[config.mk]
export PLATFORM = sky130hd
export DESIGN_NAME = fcfe_front_end
export DESIGN_NICKNAME = d
export VERILOG_FILES = /design/src/logic/fcfe_pkg.sv /design/src/logic/fcfe_front_end.sv /design/src/logic/fcfe_shift.sv /design/src/logic/fcfe_sync.sv
export SDC_FILE = /design/constraint.sdc
export NUM_CORES = 1
export LEC_CHECK = 0
export BUFFER_PORTS_ARGS = -buffer_cell sky130_fd_sc_hd__buf_2
export CAP_MARGIN = 20
export CORE_AREA = 3 3 144 146
export DETAILED_ROUTE_END_ITERATION = 12
export DIE_AREA = 0 0 147 149
export PLACE_DENSITY = 0.76
export SETUP_SLACK_MARGIN = 0.2
export SLEW_MARGIN = 10
export SYNTH_ARGS = -nofsm -noshare
export SYNTH_HDL_FRONTEND = slang
export SYNTH_SLANG_ARGS = --single-unit
[constraint.sdc]
create_clock -name mclk -period 15.7 [get_ports mclk]
set_input_delay 0 -clock mclk [delete_from_list [all_inputs] [get_ports mclk]]
set_output_delay 0 -clock mclk [all_outputs]
set_load 0.02 [all_outputs]
[src/logic/fcfe_pkg.sv]
// Shared constants, encodings and carriers of the flash command front end.
// Assumes the importer runs on the single system clock mclk.
`default_nettype none

package fcfe_pkg;

  // ==========================================================
  // Widths
  localparam int BYTE_W = 8;
  localparam int ADDR_W = 32;
  localparam int LOW_ADDR_W = 24;
  localparam int IO_W = 4;

  // ==========================================================
  // Opcodes
  localparam logic [7:0] OPC_WRITE_ENABLE = 8'h06;
  localparam logic [7:0] OPC_VOL_SR_WRITE_ENABLE = 8'h50;
  localparam logic [7:0] OPC_WRITE_DISABLE = 8'h04;
  localparam logic [7:0] OPC_READ_SR_ONE = 8'h05;
  localparam logic [7:0] OPC_READ_SR_TWO = 8'h35;
  localparam logic [7:0] OPC_READ_SR_THREE = 8'h15;
  localparam logic [7:0] OPC_WRITE_SR = 8'h01;
  localparam logic [7:0] OPC_WRITE_SR_TWO = 8'h31;
  localparam logic [7:0] OPC_WRITE_SR_THREE = 8'h11;
  localparam logic [7:0] OPC_CHIP_ERASE_A = 8'hC7;
  localparam logic [7:0] OPC_CHIP_ERASE_B = 8'h60;
  localparam logic [7:0] OPC_DEEP_POWER_DOWN = 8'hB9;
  localparam logic [7:0] OPC_RELEASE_PD = 8'hAB;
  localparam logic [7:0] OPC_PAGE_PROGRAM = 8'h02;
  localparam logic [7:0] OPC_PAGE_PROGRAM_4B = 8'h12;
  localparam logic [7:0] OPC_ERASE_4K = 8'h20;
  localparam logic [7:0] OPC_ERASE_32K = 8'h52;
  localparam logic [7:0] OPC_ERASE_64K = 8'hD8;
  localparam logic [7:0] OPC_ERASE_4K_4B = 8'h21;
  localparam logic [7:0] OPC_ERASE_32K_4B = 8'h5C;
  localparam logic [7:0] OPC_ERASE_64K_4B = 8'hDC;
  localparam logic [7:0] OPC_READ = 8'h03;
  localparam logic [7:0] OPC_FAST_READ = 8'h0B;
  localparam logic [7:0] OPC_READ_4B = 8'h13;
  localparam logic [7:0] OPC_FAST_READ_4B = 8'h0C;
  localparam logic [7:0] OPC_QUAD_OUT_READ_4B = 8'h6C;
  localparam logic [7:0] OPC_DUAL_IO_READ_4B = 8'hBC;
  localparam logic [7:0] OPC_UPPER_ADDR_WRITE = 8'hC5;
  localparam logic [7:0] OPC_UPPER_ADDR_READ = 8'hC8;

  // ==========================================================
  // Reset values, lane counts and phase lengths
  localparam logic [7:0] UPPER_ADDR_RESET = 8'h00;
  localparam logic [2:0] LANES_1 = 3'h1;
  localparam logic [2:0] LANES_2 = 3'h2;
  localparam logic [2:0] LANES_4 = 3'h4;
  localparam logic [2:0] ADDR_NONE = 3'h0;
  localparam logic [2:0] ADDR_BYTES_3 = 3'h3;
  localparam logic [2:0] ADDR_BYTES_4 = 3'h4;
  localparam logic [1:0] DUMMY_NONE = 2'h0;
  localparam logic [1:0] DUMMY_ONE = 2'h1;
  localparam logic [1:0] DUMMY_ID = 2'h3;
  localparam logic [2:0] CLK_MOD8_ZERO = 3'h0;
  localparam logic [3:0] BITS_PER_BYTE = 4'h8;
  localparam logic [1:0] DIN_NONE = 2'h0;
  localparam logic [1:0] DIN_ONE = 2'h1;
  localparam logic [1:0] DIN_MAX = 2'h3;
  localparam logic [2:0] SRW_SEL_ONE = 3'h1;
  localparam logic [2:0] SRW_SEL_TWO = 3'h2;
  localparam logic [2:0] SRW_SEL_THREE = 3'h4;

  // ==========================================================
  // Types
  typedef enum logic [6:0] {
    S_IDLE = 7'h01,
    S_OPCODE = 7'h02,
    S_ADDR = 7'h04,
    S_DUMMY = 7'h08,
    S_DIN = 7'h10,
    S_DOUT = 7'h20,
    S_SKIP = 7'h40
  } fcfe_state_t;

  typedef enum logic [3:0] {
    K_IGNORE = 4'h0,
    K_SINGLE = 4'h1,
    K_ERASE = 4'h2,
    K_PROG = 4'h3,
    K_SRW = 4'h4,
    K_SR_READ = 4'h5,
    K_ARRAY_READ = 4'h6,
    K_RPD = 4'h7,
    K_UA_WRITE = 4'h8,
    K_UA_READ = 4'h9
  } fcfe_kind_t;

  typedef struct packed {
    fcfe_kind_t kind;
    logic [2:0] addr_bytes;
    logic [1:0] dummy_bytes;
    logic [2:0] in_lanes;
    logic [2:0] out_lanes;
  } fcfe_cls_t;

  typedef struct packed {
    logic [7:0] opcode;
    logic [31:0] address;
  } fcfe_cmd_t;

  typedef struct packed {
    logic [2:0] sel;
    logic [7:0] byte_one;
    logic [7:0] byte_two;
    logic [7:0] byte_three;
  } fcfe_srw_t;

endpackage : fcfe_pkg

`default_nettype wire

[src/logic/fcfe_front_end.sv]
// Command front end of a serial NOR flash: framing, opcode decode,
// byte-boundary checks and the volatile upper address byte.
// Assumes serial clock well below mclk / 8; array, protection and
// status contents live outside and talk over the same-clock ports.
//
// What this block does
// - Three-byte mode: upper address byte sits above the 24 received bits.
// - Bit zero of that byte is address bit 24, choosing array half.
// - Address carry never changes the byte; only its write command does.
// - Four-byte mode: four address bytes taken, upper byte ignored.
// - Four-byte mode: upper byte read and write commands not accepted.
// - Byte bits 7 to 1 map to address bits 31 to 25.
// - Upper address byte is volatile, kept apart from status bytes.
// - After select low, opcode arrives MSB first, sampled on rising clock.
// - Opcode byte first, then address, data, both or nothing.
// - Reads, status reads, release and ID shift out; deselect anytime.
// - Modifying commands need deselect at a multiple of eight clocks.
// - Partial page program byte: no programming, write enable stays set.
// - Decode 06h write enable, 50h volatile enable, 04h write disable.
// - Opcodes 05h, 35h, 15h return status byte one, two, three.
// - 01h takes one or two status bytes; 31h and 11h take one.
// - ABh plus three dummies returns ID; bare ABh only releases.
// - 6Ch: serial opcode, four address, one dummy, quad data out.
// - BCh: address and dummy on two lanes, data out on two lanes.
`timescale 1ns/1ps
`default_nettype none

module fcfe_front_end
  import fcfe_pkg::*;
#(
  parameter logic [7:0] DEVICE_ID = 8'h5A // Arbitrary value
) (
  // Clock and reset
  input wire logic mclk,
  input wire logic sys_rst,
  // Serial pins
  input wire logic spi_clk,
  input wire logic spi_cs_n,
  input wire logic [IO_W-1:0] spi_io_in,
  output logic [IO_W-1:0] spi_io_out,
  output logic [IO_W-1:0] spi_io_oe,
  // Device state from the core
  input wire logic four_byte_mode,
  input wire logic [7:0] status_byte_one,
  input wire logic [7:0] status_byte_two,
  input wire logic [7:0] status_byte_three,
  input wire logic [7:0] read_byte,
  // Commands to the core
  output logic op_commit,
  output fcfe_cmd_t op_info,
  output logic read_start,
  output logic read_byte_next,
  output logic prog_byte_valid,
  output logic [7:0] prog_byte,
  output logic powerdown_release,
  output logic sr_write_valid,
  output fcfe_srw_t sr_write,
  output logic [7:0] upper_address_byte
);

  logic [5:0] pins_s;
  logic sck_s, cs_act, sck_prev_reg, cs_prev_reg;
  logic sck_rise, sck_fall, cs_start, cs_end;
  logic [BYTE_W-1:0] byte_val;
  logic byte_done, sample;
  logic [2:0] lanes_in;
  fcfe_state_t state_reg, adv_state;
  fcfe_cls_t cls_reg, dec;
  logic [2:0] phase_cnt_reg;
  logic [2:0] clk_mod8_reg;
  logic [ADDR_W-1:0] addr_sr_reg;
  logic [ADDR_W-1:0] addr_now;
  logic [1:0] din_cnt_reg;
  logic [7:0] din_one_reg, din_two_reg, opcode_reg;
  logic [BYTE_W-1:0] out_sr_reg, out_src, out_data;
  logic [2:0] out_cnt_reg;
  logic bound_ok, enter_data;

  // ==========================================================
  // Pin synchronisers and edge detection
  fcfe_sync #(.WIDTH(6), .RESET_VAL(6'h20)) u_sync (
    .mclk(mclk),
    .sys_rst(sys_rst),
    .async_in({spi_cs_n, spi_clk, spi_io_in}),
    .sync_out(pins_s)
  );

  assign sck_s = pins_s[4];
  assign cs_act = ~pins_s[5];

  // Previous levels for edges
  always_ff @(posedge mclk or posedge sys_rst) begin
    if (sys_rst) begin
      sck_prev_reg <= 1'b0;
      cs_prev_reg <= 1'b0;
    end else begin
      sck_prev_reg <= sck_s;
      cs_prev_reg <= cs_act;
    end
  end

  assign sck_rise = sck_s & ~sck_prev_reg & cs_act;
  assign sck_fall = ~sck_s & sck_prev_reg & cs_act;
  assign cs_start = cs_act & ~cs_prev_reg;
  assign cs_end = ~cs_act & cs_prev_reg;

  // ==========================================================
  // Input byte assembly
  assign lanes_in = (state_reg == S_ADDR || state_reg == S_DUMMY) ? cls_reg.in_lanes : LANES_1;
  assign sample = sck_rise & (state_reg != S_DOUT) & (state_reg != S_IDLE)
                & (state_reg != S_SKIP);

  fcfe_shift u_shift (
    .mclk(mclk),
    .sys_rst(sys_rst),
    .clear(cs_start),
    .sample(sample),
    .lanes(lanes_in),
    .io_in(pins_s[3:0]),
    .byte_val(byte_val),
    .byte_done(byte_done)
  );

  // ==========================================================
  // Opcode decode
  function automatic fcfe_cls_t classify(input logic [7:0] opc, input logic fourb);
    fcfe_cls_t c;
    logic [2:0] abytes;
    abytes = fourb ? ADDR_BYTES_4 : ADDR_BYTES_3;
    c = '{K_IGNORE, ADDR_NONE, DUMMY_NONE, LANES_1, LANES_1};
    case (opc)
      OPC_WRITE_ENABLE, OPC_VOL_SR_WRITE_ENABLE, OPC_WRITE_DISABLE,
      OPC_CHIP_ERASE_A, OPC_CHIP_ERASE_B, OPC_DEEP_POWER_DOWN: c.kind = K_SINGLE;
      OPC_READ_SR_ONE, OPC_READ_SR_TWO, OPC_READ_SR_THREE: c.kind = K_SR_READ;
      OPC_WRITE_SR, OPC_WRITE_SR_TWO, OPC_WRITE_SR_THREE: c.kind = K_SRW;
      OPC_RELEASE_PD: begin
        c.kind = K_RPD;
        c.dummy_bytes = DUMMY_ID;
      end
      OPC_PAGE_PROGRAM, OPC_ERASE_4K, OPC_ERASE_32K, OPC_ERASE_64K: begin
        c.kind = (opc == OPC_PAGE_PROGRAM) ? K_PROG : K_ERASE;
        c.addr_bytes = abytes;
      end
      OPC_PAGE_PROGRAM_4B, OPC_ERASE_4K_4B, OPC_ERASE_32K_4B, OPC_ERASE_64K_4B: begin
        c.kind = (opc == OPC_PAGE_PROGRAM_4B) ? K_PROG : K_ERASE;
        c.addr_bytes = ADDR_BYTES_4;
      end
      OPC_READ, OPC_FAST_READ: begin
        c.kind = K_ARRAY_READ;
        c.addr_bytes = abytes;
        c.dummy_bytes = (opc == OPC_FAST_READ) ? DUMMY_ONE : DUMMY_NONE;
      end
      OPC_READ_4B, OPC_FAST_READ_4B: begin
        c.kind = K_ARRAY_READ;
        c.addr_bytes = ADDR_BYTES_4;
        c.dummy_bytes = (opc == OPC_FAST_READ_4B) ? DUMMY_ONE : DUMMY_NONE;
      end
      OPC_QUAD_OUT_READ_4B: begin
        c = '{K_ARRAY_READ, ADDR_BYTES_4, DUMMY_ONE, LANES_1, LANES_4};
      end
      OPC_DUAL_IO_READ_4B: begin
        c = '{K_ARRAY_READ, ADDR_BYTES_4, DUMMY_ONE, LANES_2, LANES_2};
      end
      OPC_UPPER_ADDR_WRITE: c.kind = fourb ? K_IGNORE : K_UA_WRITE;
      OPC_UPPER_ADDR_READ: c.kind = fourb ? K_IGNORE : K_UA_READ;
      default: c.kind = K_IGNORE;
    endcase
    return c;
  endfunction : classify

  // State entered once the input phases are done
  function automatic fcfe_state_t data_state(input fcfe_cls_t c);
    if (c.kind == K_SR_READ || c.kind == K_ARRAY_READ || c.kind == K_RPD
        || c.kind == K_UA_READ) begin
      return S_DOUT;
    end
    return S_DIN;
  endfunction : data_state

  assign dec = classify(byte_val, four_byte_mode);
  assign addr_now = {addr_sr_reg[23:0], byte_val};

  // Start address: upper byte above low 24 bits unless four bytes given
  function automatic logic [ADDR_W-1:0] form_addr(input logic [ADDR_W-1:0] raw,
                                                  input logic full, input logic [7:0] ua);
    return full ? raw : {ua, raw[LOW_ADDR_W-1:0]};
  endfunction : form_addr

  // Phase sequencing after each completed byte
  always_comb begin
    adv_state = state_reg;
    case (state_reg)
      S_OPCODE: begin
        if (dec.kind == K_IGNORE) begin
          adv_state = S_SKIP;
        end else if (dec.addr_bytes != ADDR_NONE) begin
          adv_state = S_ADDR;
        end else if (dec.dummy_bytes != DUMMY_NONE) begin
          adv_state = S_DUMMY;
        end else begin
          adv_state = data_state(dec);
        end
      end
      S_ADDR: begin
        if (phase_cnt_reg + 3'h1 == cls_reg.addr_bytes) begin
          adv_state = (cls_reg.dummy_bytes != DUMMY_NONE) ? S_DUMMY : data_state(cls_reg);
        end
      end
      S_DUMMY: begin
        if (phase_cnt_reg[1:0] + 2'h1 == cls_reg.dummy_bytes) begin
          adv_state = data_state(cls_reg);
        end
      end
      default: adv_state = state_reg;
    endcase
  end

  assign enter_data = byte_done & (adv_state == S_DOUT) & (state_reg != S_DOUT);

  // ==========================================================
  // Transaction state machine
  always_ff @(posedge mclk or posedge sys_rst) begin
    if (sys_rst) begin
      state_reg <= S_IDLE;
      cls_reg <= '{K_IGNORE, ADDR_NONE, DUMMY_NONE, LANES_1, LANES_1};
      opcode_reg <= 8'h00;
      phase_cnt_reg <= 3'h0;
    end else if (cs_start) begin
      state_reg <= S_OPCODE;
      phase_cnt_reg <= 3'h0;
    end else if (!cs_act) begin
      state_reg <= S_IDLE;
    end else if (byte_done) begin
      state_reg <= adv_state;
      phase_cnt_reg <= (adv_state != state_reg) ? 3'h0 : phase_cnt_reg + 3'h1;
      if (state_reg == S_OPCODE) begin
        cls_reg <= dec;
        opcode_reg <= byte_val;
      end
    end
  end

  // ==========================================================
  // Clock count modulo eight and address/data capture
  always_ff @(posedge mclk or posedge sys_rst) begin
    if (sys_rst) begin
      clk_mod8_reg <= CLK_MOD8_ZERO;
    end else if (cs_start) begin
      clk_mod8_reg <= CLK_MOD8_ZERO;
    end else if (sck_rise) begin
      clk_mod8_reg <= clk_mod8_reg + 3'h1;
    end
  end

  always_ff @(posedge mclk or posedge sys_rst) begin
    if (sys_rst) begin
      addr_sr_reg <= 32'h0000_0000;
      din_cnt_reg <= DIN_NONE;
      din_one_reg <= 8'h00;
      din_two_reg <= 8'h00;
    end else if (cs_start) begin
      din_cnt_reg <= DIN_NONE;
    end else if (byte_done && state_reg == S_ADDR) begin
      addr_sr_reg <= addr_now;
    end else if (byte_done && state_reg == S_DIN) begin
      if (din_cnt_reg == DIN_NONE) begin
        din_one_reg <= byte_val;
      end else if (din_cnt_reg == DIN_ONE) begin
        din_two_reg <= byte_val;
      end
      if (din_cnt_reg != DIN_MAX) begin
        din_cnt_reg <= din_cnt_reg + 2'h1;
      end
    end
  end

  // ==========================================================
  // Deselect checks and commits
  assign bound_ok = cs_end & (clk_mod8_reg == CLK_MOD8_ZERO) & (state_reg == S_DIN);

  always_ff @(posedge mclk or posedge sys_rst) begin
    if (sys_rst) begin
      op_commit <= 1'b0;
      read_start <= 1'b0;
      op_info <= '0;
      prog_byte_valid <= 1'b0;
      prog_byte <= 8'h00;
      powerdown_release <= 1'b0;
    end else begin
      op_commit <= 1'b0;
      read_start <= 1'b0;
      prog_byte_valid <= 1'b0;
      powerdown_release <= 1'b0;
      if (byte_done && state_reg == S_OPCODE && dec.kind == K_RPD) begin
        powerdown_release <= 1'b1;
        op_info <= '{byte_val, 32'h0000_0000};
      end
      if (enter_data && state_reg != S_OPCODE && cls_reg.kind == K_ARRAY_READ) begin
        read_start <= 1'b1;
        op_info <= '{opcode_reg, form_addr((state_reg == S_ADDR) ? addr_now : addr_sr_reg,
                     cls_reg.addr_bytes == ADDR_BYTES_4, upper_address_byte)};
      end
      if (byte_done && state_reg == S_DIN && cls_reg.kind == K_PROG) begin
        prog_byte_valid <= 1'b1;
        prog_byte <= byte_val;
      end
      // Partial last byte leaves program undone and write enable intact
      if (bound_ok && (cls_reg.kind == K_SINGLE || cls_reg.kind == K_ERASE
          || (cls_reg.kind == K_PROG && din_cnt_reg != DIN_NONE))) begin
        op_commit <= 1'b1;
        op_info <= '{opcode_reg, form_addr(addr_sr_reg, cls_reg.addr_bytes == ADDR_BYTES_4,
                     upper_address_byte)};
      end
    end
  end

  // Status byte writes
  always_ff @(posedge mclk or posedge sys_rst) begin
    if (sys_rst) begin
      sr_write_valid <= 1'b0;
      sr_write <= '0;
    end else begin
      sr_write_valid <= 1'b0;
      if (bound_ok && cls_reg.kind == K_SRW && din_cnt_reg != DIN_NONE) begin
        sr_write_valid <= 1'b1;
        if (opcode_reg == OPC_WRITE_SR) begin
          sr_write <= '{(din_cnt_reg == DIN_ONE) ? SRW_SEL_ONE : (SRW_SEL_ONE | SRW_SEL_TWO),
                        din_one_reg, din_two_reg, 8'h00};
        end else if (opcode_reg == OPC_WRITE_SR_TWO) begin
          sr_write <= '{SRW_SEL_TWO, 8'h00, din_one_reg, 8'h00};
        end else begin
          sr_write <= '{SRW_SEL_THREE, 8'h00, 8'h00, din_one_reg};
        end
      end
    end
  end

  // Volatile upper address byte, apart from status bytes
  always_ff @(posedge mclk or posedge sys_rst) begin
    if (sys_rst) begin
      upper_address_byte <= UPPER_ADDR_RESET;
    end else if (bound_ok && cls_reg.kind == K_UA_WRITE && din_cnt_reg != DIN_NONE) begin
      upper_address_byte <= din_one_reg;
    end
  end

  // ==========================================================
  // Output shifter, driven on falling serial clock
  always_comb begin
    case (cls_reg.kind)
      K_SR_READ: begin
        if (opcode_reg == OPC_READ_SR_TWO) begin
          out_src = status_byte_two;
        end else if (opcode_reg == OPC_READ_SR_THREE) begin
          out_src = status_byte_three;
        end else begin
          out_src = status_byte_one;
        end
      end
      K_UA_READ: out_src = upper_address_byte;
      K_RPD: out_src = DEVICE_ID;
      default: out_src = read_byte;
    endcase
    out_data = (out_cnt_reg == 3'h0) ? out_src : out_sr_reg;
  end

  always_ff @(posedge mclk or posedge sys_rst) begin
    if (sys_rst) begin
      out_sr_reg <= 8'h00;
      out_cnt_reg <= 3'h0;
      spi_io_out <= 4'h0;
      spi_io_oe <= 4'h0;
      read_byte_next <= 1'b0;
    end else begin
      read_byte_next <= 1'b0;
      if (state_reg != S_DOUT) begin
        out_cnt_reg <= 3'h0;
        spi_io_oe <= 4'h0;
      end else if (sck_fall) begin
        read_byte_next <= (out_cnt_reg == 3'h0) && (cls_reg.kind == K_ARRAY_READ);
        if (cls_reg.out_lanes == LANES_4) begin
          spi_io_out <= out_data[7:4];
          spi_io_oe <= 4'hF;
          out_sr_reg <= {out_data[3:0], 4'h0};
          out_cnt_reg <= (out_cnt_reg == 3'h0) ? 3'h1 : out_cnt_reg - 3'h1;
        end else if (cls_reg.out_lanes == LANES_2) begin
          spi_io_out <= {2'b00, out_data[7:6]};
          spi_io_oe <= 4'h3;
          out_sr_reg <= {out_data[5:0], 2'b00};
          out_cnt_reg <= (out_cnt_reg == 3'h0) ? 3'h3 : out_cnt_reg - 3'h1;
        end else begin
          spi_io_out <= {2'b00, out_data[7], 1'b0};
          spi_io_oe <= 4'h2;
          out_sr_reg <= {out_data[6:0], 1'b0};
          out_cnt_reg <= (out_cnt_reg == 3'h0) ? 3'h7 : out_cnt_reg - 3'h1;
        end
      end
    end
  end

endmodule : fcfe_front_end

`default_nettype wire

[src/logic/fcfe_shift.sv]
// Input deserialiser: gathers 1, 2 or 4 lanes per clock into bytes, MSB first.
// Assumes one sample strobe per serial rising edge, already synchronised.
`timescale 1ns/1ps
`default_nettype none

module fcfe_shift
  import fcfe_pkg::*;
(
  // Clock and reset
  input wire logic mclk,
  input wire logic sys_rst,
  // Control
  input wire logic clear,
  input wire logic sample,
  input wire logic [2:0] lanes,
  input wire logic [IO_W-1:0] io_in,
  // Result
  output logic [BYTE_W-1:0] byte_val,
  output logic byte_done
);

  logic [BYTE_W-1:0] acc_reg;
  logic [3:0] bit_cnt_reg;
  logic [BYTE_W-1:0] acc_next;
  logic [3:0] cnt_sum;

  // ==========================================================
  // Shift in by lane count, top lane carries the higher bit
  always_comb begin
    cnt_sum = bit_cnt_reg + {1'b0, lanes};
    if (lanes == LANES_4) begin
      acc_next = {acc_reg[3:0], io_in[3:0]};
    end else if (lanes == LANES_2) begin
      acc_next = {acc_reg[5:0], io_in[1:0]};
    end else begin
      acc_next = {acc_reg[6:0], io_in[0]};
    end
  end

  // Accumulator and byte completion
  always_ff @(posedge mclk or posedge sys_rst) begin
    if (sys_rst) begin
      acc_reg <= 8'h00;
      bit_cnt_reg <= 4'h0;
      byte_val <= 8'h00;
      byte_done <= 1'b0;
    end else begin
      byte_done <= 1'b0;
      if (clear) begin
        bit_cnt_reg <= 4'h0;
      end else if (sample) begin
        acc_reg <= acc_next;
        if (cnt_sum >= BITS_PER_BYTE) begin
          byte_val <= acc_next;
          byte_done <= 1'b1;
          bit_cnt_reg <= 4'h0;
        end else begin
          bit_cnt_reg <= cnt_sum;
        end
      end
    end
  end

endmodule : fcfe_shift

`default_nettype wire

[src/logic/fcfe_sync.sv]
// Two-flop synchroniser for pin levels entering the mclk domain.
// Assumes inputs are plain levels; the first stage feeds only the second.
`timescale 1ns/1ps
`default_nettype none

module fcfe_sync #(
  parameter int WIDTH = 1,
  parameter logic [WIDTH-1:0] RESET_VAL = '0
) (
  // Clock and reset
  input wire logic mclk,
  input wire logic sys_rst,
  // Levels
  input wire logic [WIDTH-1:0] async_in,
  output logic [WIDTH-1:0] sync_out
);

  logic [WIDTH-1:0] stage_one_reg;

  // ==========================================================
  // Two stages
  always_ff @(posedge mclk or posedge sys_rst) begin
    if (sys_rst) begin
      stage_one_reg <= RESET_VAL;
      sync_out <= RESET_VAL;
    end else begin
      stage_one_reg <= async_in;
      sync_out <= stage_one_reg;
    end
  end

endmodule : fcfe_sync

`default_nettype wire

==> impl_metrics.toml, run 1 <==
[power_and_ir_drop]
seq_power_share_pct = 51.2
ir_worst_vdd_mv = 0.06534
internal_power_mw = 0.8864
leakagePower_nw = 6.194
power_density_nw_per_um2 = 91.84
p_comb_share_pct = 3.6
p_sw_mw = 0.2428
swShare_pct = 21.50
clockPowerShare_pct = 45.2

[placed_design]
port_buffers = 135
dp.cells = 1385
hpwlAfterDp_um = 17850
globalplace.congestion = 0.9537

[drt]
drt_wl_total_um = 26240
dr.pass1.iters = 5
ant_nets = 0
drt-vias-per-instance = 5.777
post_drt_wl_per_cell_um = 18.33
drt_iter0_drc = 651
drc = 0
vias = 8273

[sta]
finalSetupTns_ns = 0
fin_crit_sh_pct = 23.78
maxSlewViolCount = 0
whs_ns = 0.03722
slew_headroom_pct = 33.15
hold_violations = 0
max_freq_mhz = 267.9
setup_viol = 0
worstMarginPinSlew_ns = 1.003
period_needed_ns = 3.733
skew_ns = 0.01236
rsz0062_at_grt = "false"

[cts]
cts_buffer_depth = 3
post_cts_buffers = 0
cts_tree = "yes"
clock_latency_ns = 0.50
numCtsBuffers = 23
clkSinkCount = 219
cts-root-buf = "clkbuf_16"
clkTransAtPathRegs_ns = 0.06
h-tree-depth = 1

[hold_path]
hp-class = "input port to register"
min_from = "status_byte_one[0]"
min_path_cells = 5

[setup_path]
worstPathCellList = "nor3_1 -> nand3_1 -> o311ai_0 -> nor4_1 -> a21bo_2 -> a21oi_4 -> buf_4 -> mux2_4"
critPathRequiredTime_ns = 16.08
start_kind = "register"
crit_type = "register to register"
crit_start = "u_shift.byte_val[3]$_DFFE_PP0P_"
slowest_stage = "o311ai_0"
critPathCaptureType = "register"
reg2regPathDepth = 8
cp_max_fo = 40
path_delay_family = "compound AO/OA/AOI/OAI gates"
cp_num_cells = 8
reg2reg_from = "u_shift.byte_val[3]$_DFFE_PP0P_"
cp.arrival_ns = 4.11
crit_buf_inv = 1
max_stage_delay_ns = 0.85

[cells_and_area]
area_growth_pct = 14.76
largest_reg_flops = 40
layout.cells.most_common_list = "dfrtp_1, nand2_1, buf_2"
diodes = 0
layout_commonest_cell = "dfrtp_1"
drive_gt1_share_pct = 23.22
nNetsFinal = 1204
fill_cells = 1628
finalNonFillerCells = 1432

[floorplanning]
dieArea_um2 = 21900
io_pins = 138
rows = 51
die_height_um = 149
start_util_pct = 54.87
coreArea_um2 = 19530
fp.dieW_um = 147

[synthesis]
async_flop_share_pct = 100.0
post_synth.cell_area_avg_um2 = 10.24
yosys.area_share.simple_pct = 17.53
synthMuxAreaShare_pct = 15.46
syn_nets = 1098
synth-compound-area-share_pct = 10.09
synth-xor-area-share_pct = 0.8642
synth_fa_ha_area_share_pct = 1.355
yosysSeqAreaShare_pct = 51.21
synth_seq_cells = 219
syn_area_um2 = 10710
ys_warn_count = 0
synth-edff-count = 0
synth_top_family_by_area = "simple AND/OR/NAND/NOR gates"
ys.flop_type = "dfrtp_1"
synth_cell_type_count = 71
syn_inst = 1046

[run]
drv_cap = 0

[global_route]
grt_start_max_net_pins = 144
antenna_found_initial = 0
grt_pass1_vias = 7989
overflow = 0
use_met1_pct = 34.20
grt_pass1_wl_um = 42190
use_met3_pct = 3.525
met2_usage_pct = 36.71
gr-usage-all-layers_pct = 23.62
grt_busiest_layer = "met2"

[run_status]
status = "finished clean"
## Yosys cell counts, types with 5 or more instances
master	instances	area, um2
dfrtp_1	214	5355
nand2_1	182	683.2
mux2i_1	77	770.7
mux2_2	72	810.8
nor2_1	65	244.0
clkbuf_1	56	210.2
o21ai_0	44	220.2
a21oi_1	38	190.2
nand3_1	31	155.2
nand2b_1	21	131.4
inv_1	20	75.07
nor2b_1	14	87.58
a221oi_1	13	113.9
nor3_1	12	60.06
a22o_1	11	96.34
ha_1	10	125.1
a31oi_1	9	56.30
nand4_1	9	56.30
a211oi_1	8	60.06
nor3b_1	8	60.06
or4_1	8	60.06
nor4_1	7	43.79
o211ai_1	7	52.55
and2_1	6	37.54
and3_1	6	37.54
buf_2	5	25.02
dfstp_2	5	131.4
mux2_4	5	75.07
o22ai_1	5	31.28
xnor2_1	5	43.79
## layout make-up
cell class | count | area, um2 | share of cell area (%)
sequential | 219 | 5487 | 44.62
multi-input combinational | 735 | 4873 | 39.64
timing repair buffer | 151 | 813.3 | 6.614
clock buffer | 35 | 650.6 | 5.292
tap | 265 | 331.6 | 2.697
inverter | 22 | 90.09 | 0.7327
clock inverter | 5 | 50.05 | 0.4070
## kinds of logic after synthesis
logic type	count (synthesis)
simple gates	395
flops	219
compound gates	166
mux	154
buf+inv	92
fa+ha+maj	11
xor+xnor	9
## metal layers
metal  share of wire, %  wire length, um
met5                  0                0
met3                6.1             1589
met2                 46            12180
met1                 45            11810
met4                2.5              658
## power groups by stage
| stage | logic (mW) | clock network, mW | registers, mW |
|---|---|---|---|
| after floorplan | 0.0273 | 0 | 0.585 |
| after global placement | 0.0388 | 0 | 0.588 |
| after detailed placement | 0.0395 | 0 | 0.588 |
| after CTS | 0.0411 | 0.519 | 0.578 |
| after global routing | 0.0463 | 0.545 | 0.579 |
| final | 0.0402 | 0.511 | 0.578 |
## worst register-to-register path, stage by stage (launching register included)
cell and delay [ns]:
dfrtp_1 0.64, nor3_1 0.36, nand3_1 0.14, o311ai_0 0.85, nor4_1 0.24, a21bo_2 0.28, a21oi_4 0.11, buf_4 0.57
mux2_4 0.43
## through the flow
| step | area (um2) | worst slack (ns) | util (%) | power (mW) |
|---|---|---|---|---|
| after floorplan | 10710 | 9.716 | - | 0.6128 |
| after global placement | 11520 | 12.09 | 59.02 | 0.6267 |
| after detailed placement | 11520 | 12.06 | 59.02 | 0.6278 |
| after CTS | 12300 | 12.06 | 62.97 | 1.138 |
| after global routing | 12300 | 11.76 | 62.97 | 1.170 |
| final | 12300 | 11.97 | 62.97 | 1.129 |
## repair_timing
item	CTS	global route
hold buffers	7	0
hold endpoints to repair	146	0
resized for setup	0	0
## worst paths after layout
kind | endpoint | slack, ns
max | op_info[35]$_DFFE_PP0P_ | 11.97
min reg2reg | u_sync.sync_out[1]$_DFF_PP0_ | 0.35
min in group asynchronous | sr_write[6]$_DFFE_PP0P_ | 0.27
min | out_sr_reg[1]$_DFFE_PP0P_ | 0.04
max reg2reg | op_info[35]$_DFFE_PP0P_ | 11.97
max in group asynchronous | op_info[10]$_DFFE_PP0P_ | 13.85
(Power assumes the default switching activity.)
==> run 2: changes to the inputs <==
--- a/config.mk
+++ b/config.mk
@@ -7,9 +7,9 @@
 export LEC_CHECK = 0
 export BUFFER_PORTS_ARGS = -buffer_cell sky130_fd_sc_hd__buf_2
 export CAP_MARGIN = 20
-export CORE_AREA = 3 3 144 146
+export CORE_AREA = 3 3 147 149
 export DETAILED_ROUTE_END_ITERATION = 12
-export DIE_AREA = 0 0 147 149
+export DIE_AREA = 0 0 150 152
 export PLACE_DENSITY = 0.76
 export SETUP_SLACK_MARGIN = 0.2
 export SLEW_MARGIN = 10
==> constraint.sdc (replaced) <==
create_clock -name mclk -period 3.3 [get_ports mclk]
set_input_delay 0 -clock mclk [delete_from_list [all_inputs] [get_ports mclk]]
set_output_delay 0 -clock mclk [all_outputs]
set_load 0.02 [all_outputs]
==> impl_metrics.toml, run 2 (synthesized netlist as in run 1, its figures left out) <==
[power_and_ir_drop]
seq_power_share_pct = 47.5
power_mw = 5.782
power_density_nw_per_um2 = 454.2
clockPowerShare_pct = 48.9
p_sw_mw = 1.246
ir_worst_vdd_mv = 0.3068
internal_power_mw = 4.536
p_comb_share_pct = 3.6
leakagePower_nw = 6.444
swShare_pct = 21.55

[sta]
max_freq_mhz = 340.2
fin_ws_ns = 0.3607
fin_crit_sh_pct = 89.07
period_needed_ns = 2.939
worstMarginPinSlew_ns = 0.6908
rsz0062_at_grt = "false"
skew_ns = 0.008955
hold_violations = 0
maxSlewViolCount = 0
finalSetupTns_ns = 0
whs_ns = 0.03122
slew_headroom_pct = 53.95
setup_viol = 0

[placed_design]
hpwlAfterDp_um = 18820
globalplace.congestion = 0.9254
dp_worst_setup_slack_ns = 0.2041
port_buffers = 135

[global_route]
gr-usage-all-layers_pct = 23.75
overflow = 0
grt_pass1_wl_um = 44480
grt_pass1_vias = 8401
antenna_found_initial = 0
grt_start_max_net_pins = 128

[drt]
drc = 0
drt_wl_total_um = 27070
drt-vias-per-instance = 5.776
dr.pass1.iters = 5
ant_nets = 0
drt_iter0_drc = 731
vias = 8503
post_drt_wl_per_cell_um = 18.39

[cells_and_area]
layout_commonest_cell = "dfrtp_1"
diodes = 0
nNetsFinal = 1236
fill_cells = 1660
largest_reg_flops = 40
regArea_um2 = 5488
multi_input_area_um2 = 4880
area_growth_pct = 18.80
drive_gt1_share_pct = 26.37
layout.cells.most_common_list = "dfrtp_1, nand2_1, buf_2"

[setup_path]
crit_type = "register to register"
r2r_end = "op_info[33]$_DFFE_PP0P_"
cp_max_fo = 40
r2r_setup_slack_ns = 0.36
critPathRequiredTime_ns = 3.69
reg2reg_from = "u_shift.byte_val[6]$_DFFE_PP0P_"
start_kind = "register"
reg2regPathDepth = 8
critPathCaptureType = "register"
cp.arrival_ns = 3.33

[floorplanning]
coreArea_um2 = 20300
die_height_um = 152
fp.dieW_um = 150
dieArea_um2 = 22800
start_util_pct = 52.78
rows = 52
io_pins = 138

[cts]
clock_latency_ns = 0.51
cts_buffer_depth = 3
h-tree-depth = 1
cts-root-buf = "clkbuf_16"
clkTransAtPathRegs_ns = 0.06
numCtsBuffers = 24
cts_tree = "yes"
clkSinkCount = 219

[hold_path]
hp-class = "input port to register"
min_from = "status_byte_one[0]"
min_path_cells = 5
min_to = "out_sr_reg[1]$_DFFE_PP0P_"

[run]
drv_cap = 0

[run_status]
status = "finished clean"
[run 2: what timing repair did]
action,CTS,global route
gates resized for setup,0,4
hold buffers,6,0
hold endpoints to repair,29,0
setup buffers,0,0
setup endpoints to repair,0,15
[run 2: worst max-delay path: stages, from the launching register on]
cell     delay, ns
dfrtp_1       0.58
and4b_1       0.26
o21ai_0       0.40
nand4_1       0.30
nor4_1        0.41
a21bo_2       0.25
a21oi_4       0.06
buf_12        0.20
mux2_4        0.32
[run 2: area by class of cell]
class                      count  share of cell area, %
clock buffer                  36                  5.947
timing repair buffer         182                  8.493
clock inverter                 8                 0.7766
tap                          270                  2.654
multi-input combinational    735                  38.34
sequential                   219                  43.11
inverter                      22                 0.6783
[run 2: routing by layer]
| layer | up-vias | GRT usage, % | wire length [um] |
|---|---|---|---|
| met4 | 0 | 6.536 | 668 |
| met2 | 319 | 37.96 | 12720 |
| li1 | 3966 | - | - |
| met1 | 4156 | 34.17 | 11850 |
| met3 | 62 | 3.307 | 1826 |
| met5 | - | 0 | 0 |
[run 2: power groups by stage]
stage	clock [mW]	combinational, mW	sequential [mW]
floorplan	0	0.131	2.79
global placement	0	0.198	2.79
detailed placement	0	0.204	2.79
CTS	2.87	0.210	2.74
global route	3.00	0.237	2.75
finish	2.83	0.208	2.74
[run 2: how the worst max path moves through the flow]
stage                                    startpoint                               to  slack [ns]  cells past startpoint
finish              u_shift.byte_val[6]$_DFFE_PP0P_          op_info[33]$_DFFE_PP0P_        0.36                      8
global route               state_reg[6]$_DFFE_PP0P_  u_shift.byte_val[0]$_DFFE_PP0P_        0.22                      9
CTS                        state_reg[6]$_DFFE_PP0P_  u_shift.byte_val[0]$_DFFE_PP0P_        0.20                      9
detailed placement         state_reg[6]$_DFFE_PP0P_  u_shift.byte_val[0]$_DFFE_PP0P_        0.20                      9
global placement           state_reg[6]$_DFFE_PP0P_  u_shift.byte_val[0]$_DFFE_PP0P_        0.24                      9
floorplan                                   sys_rst       addr_sr_reg[0]$_DFFE_PP0P_        0.45                      1
[run 2: metrics by stage]
step | instance area [um2] | instances | utilization (%)
after floorplan | 10720 | 1046 | -
after global placement | 11810 | 1422 | 58.15
after detailed placement | 11810 | 1422 | 58.15
after CTS | 12720 | 1472 | 62.67
after global routing | 12730 | 1472 | 62.70
final | 12730 | 1472 | 62.70
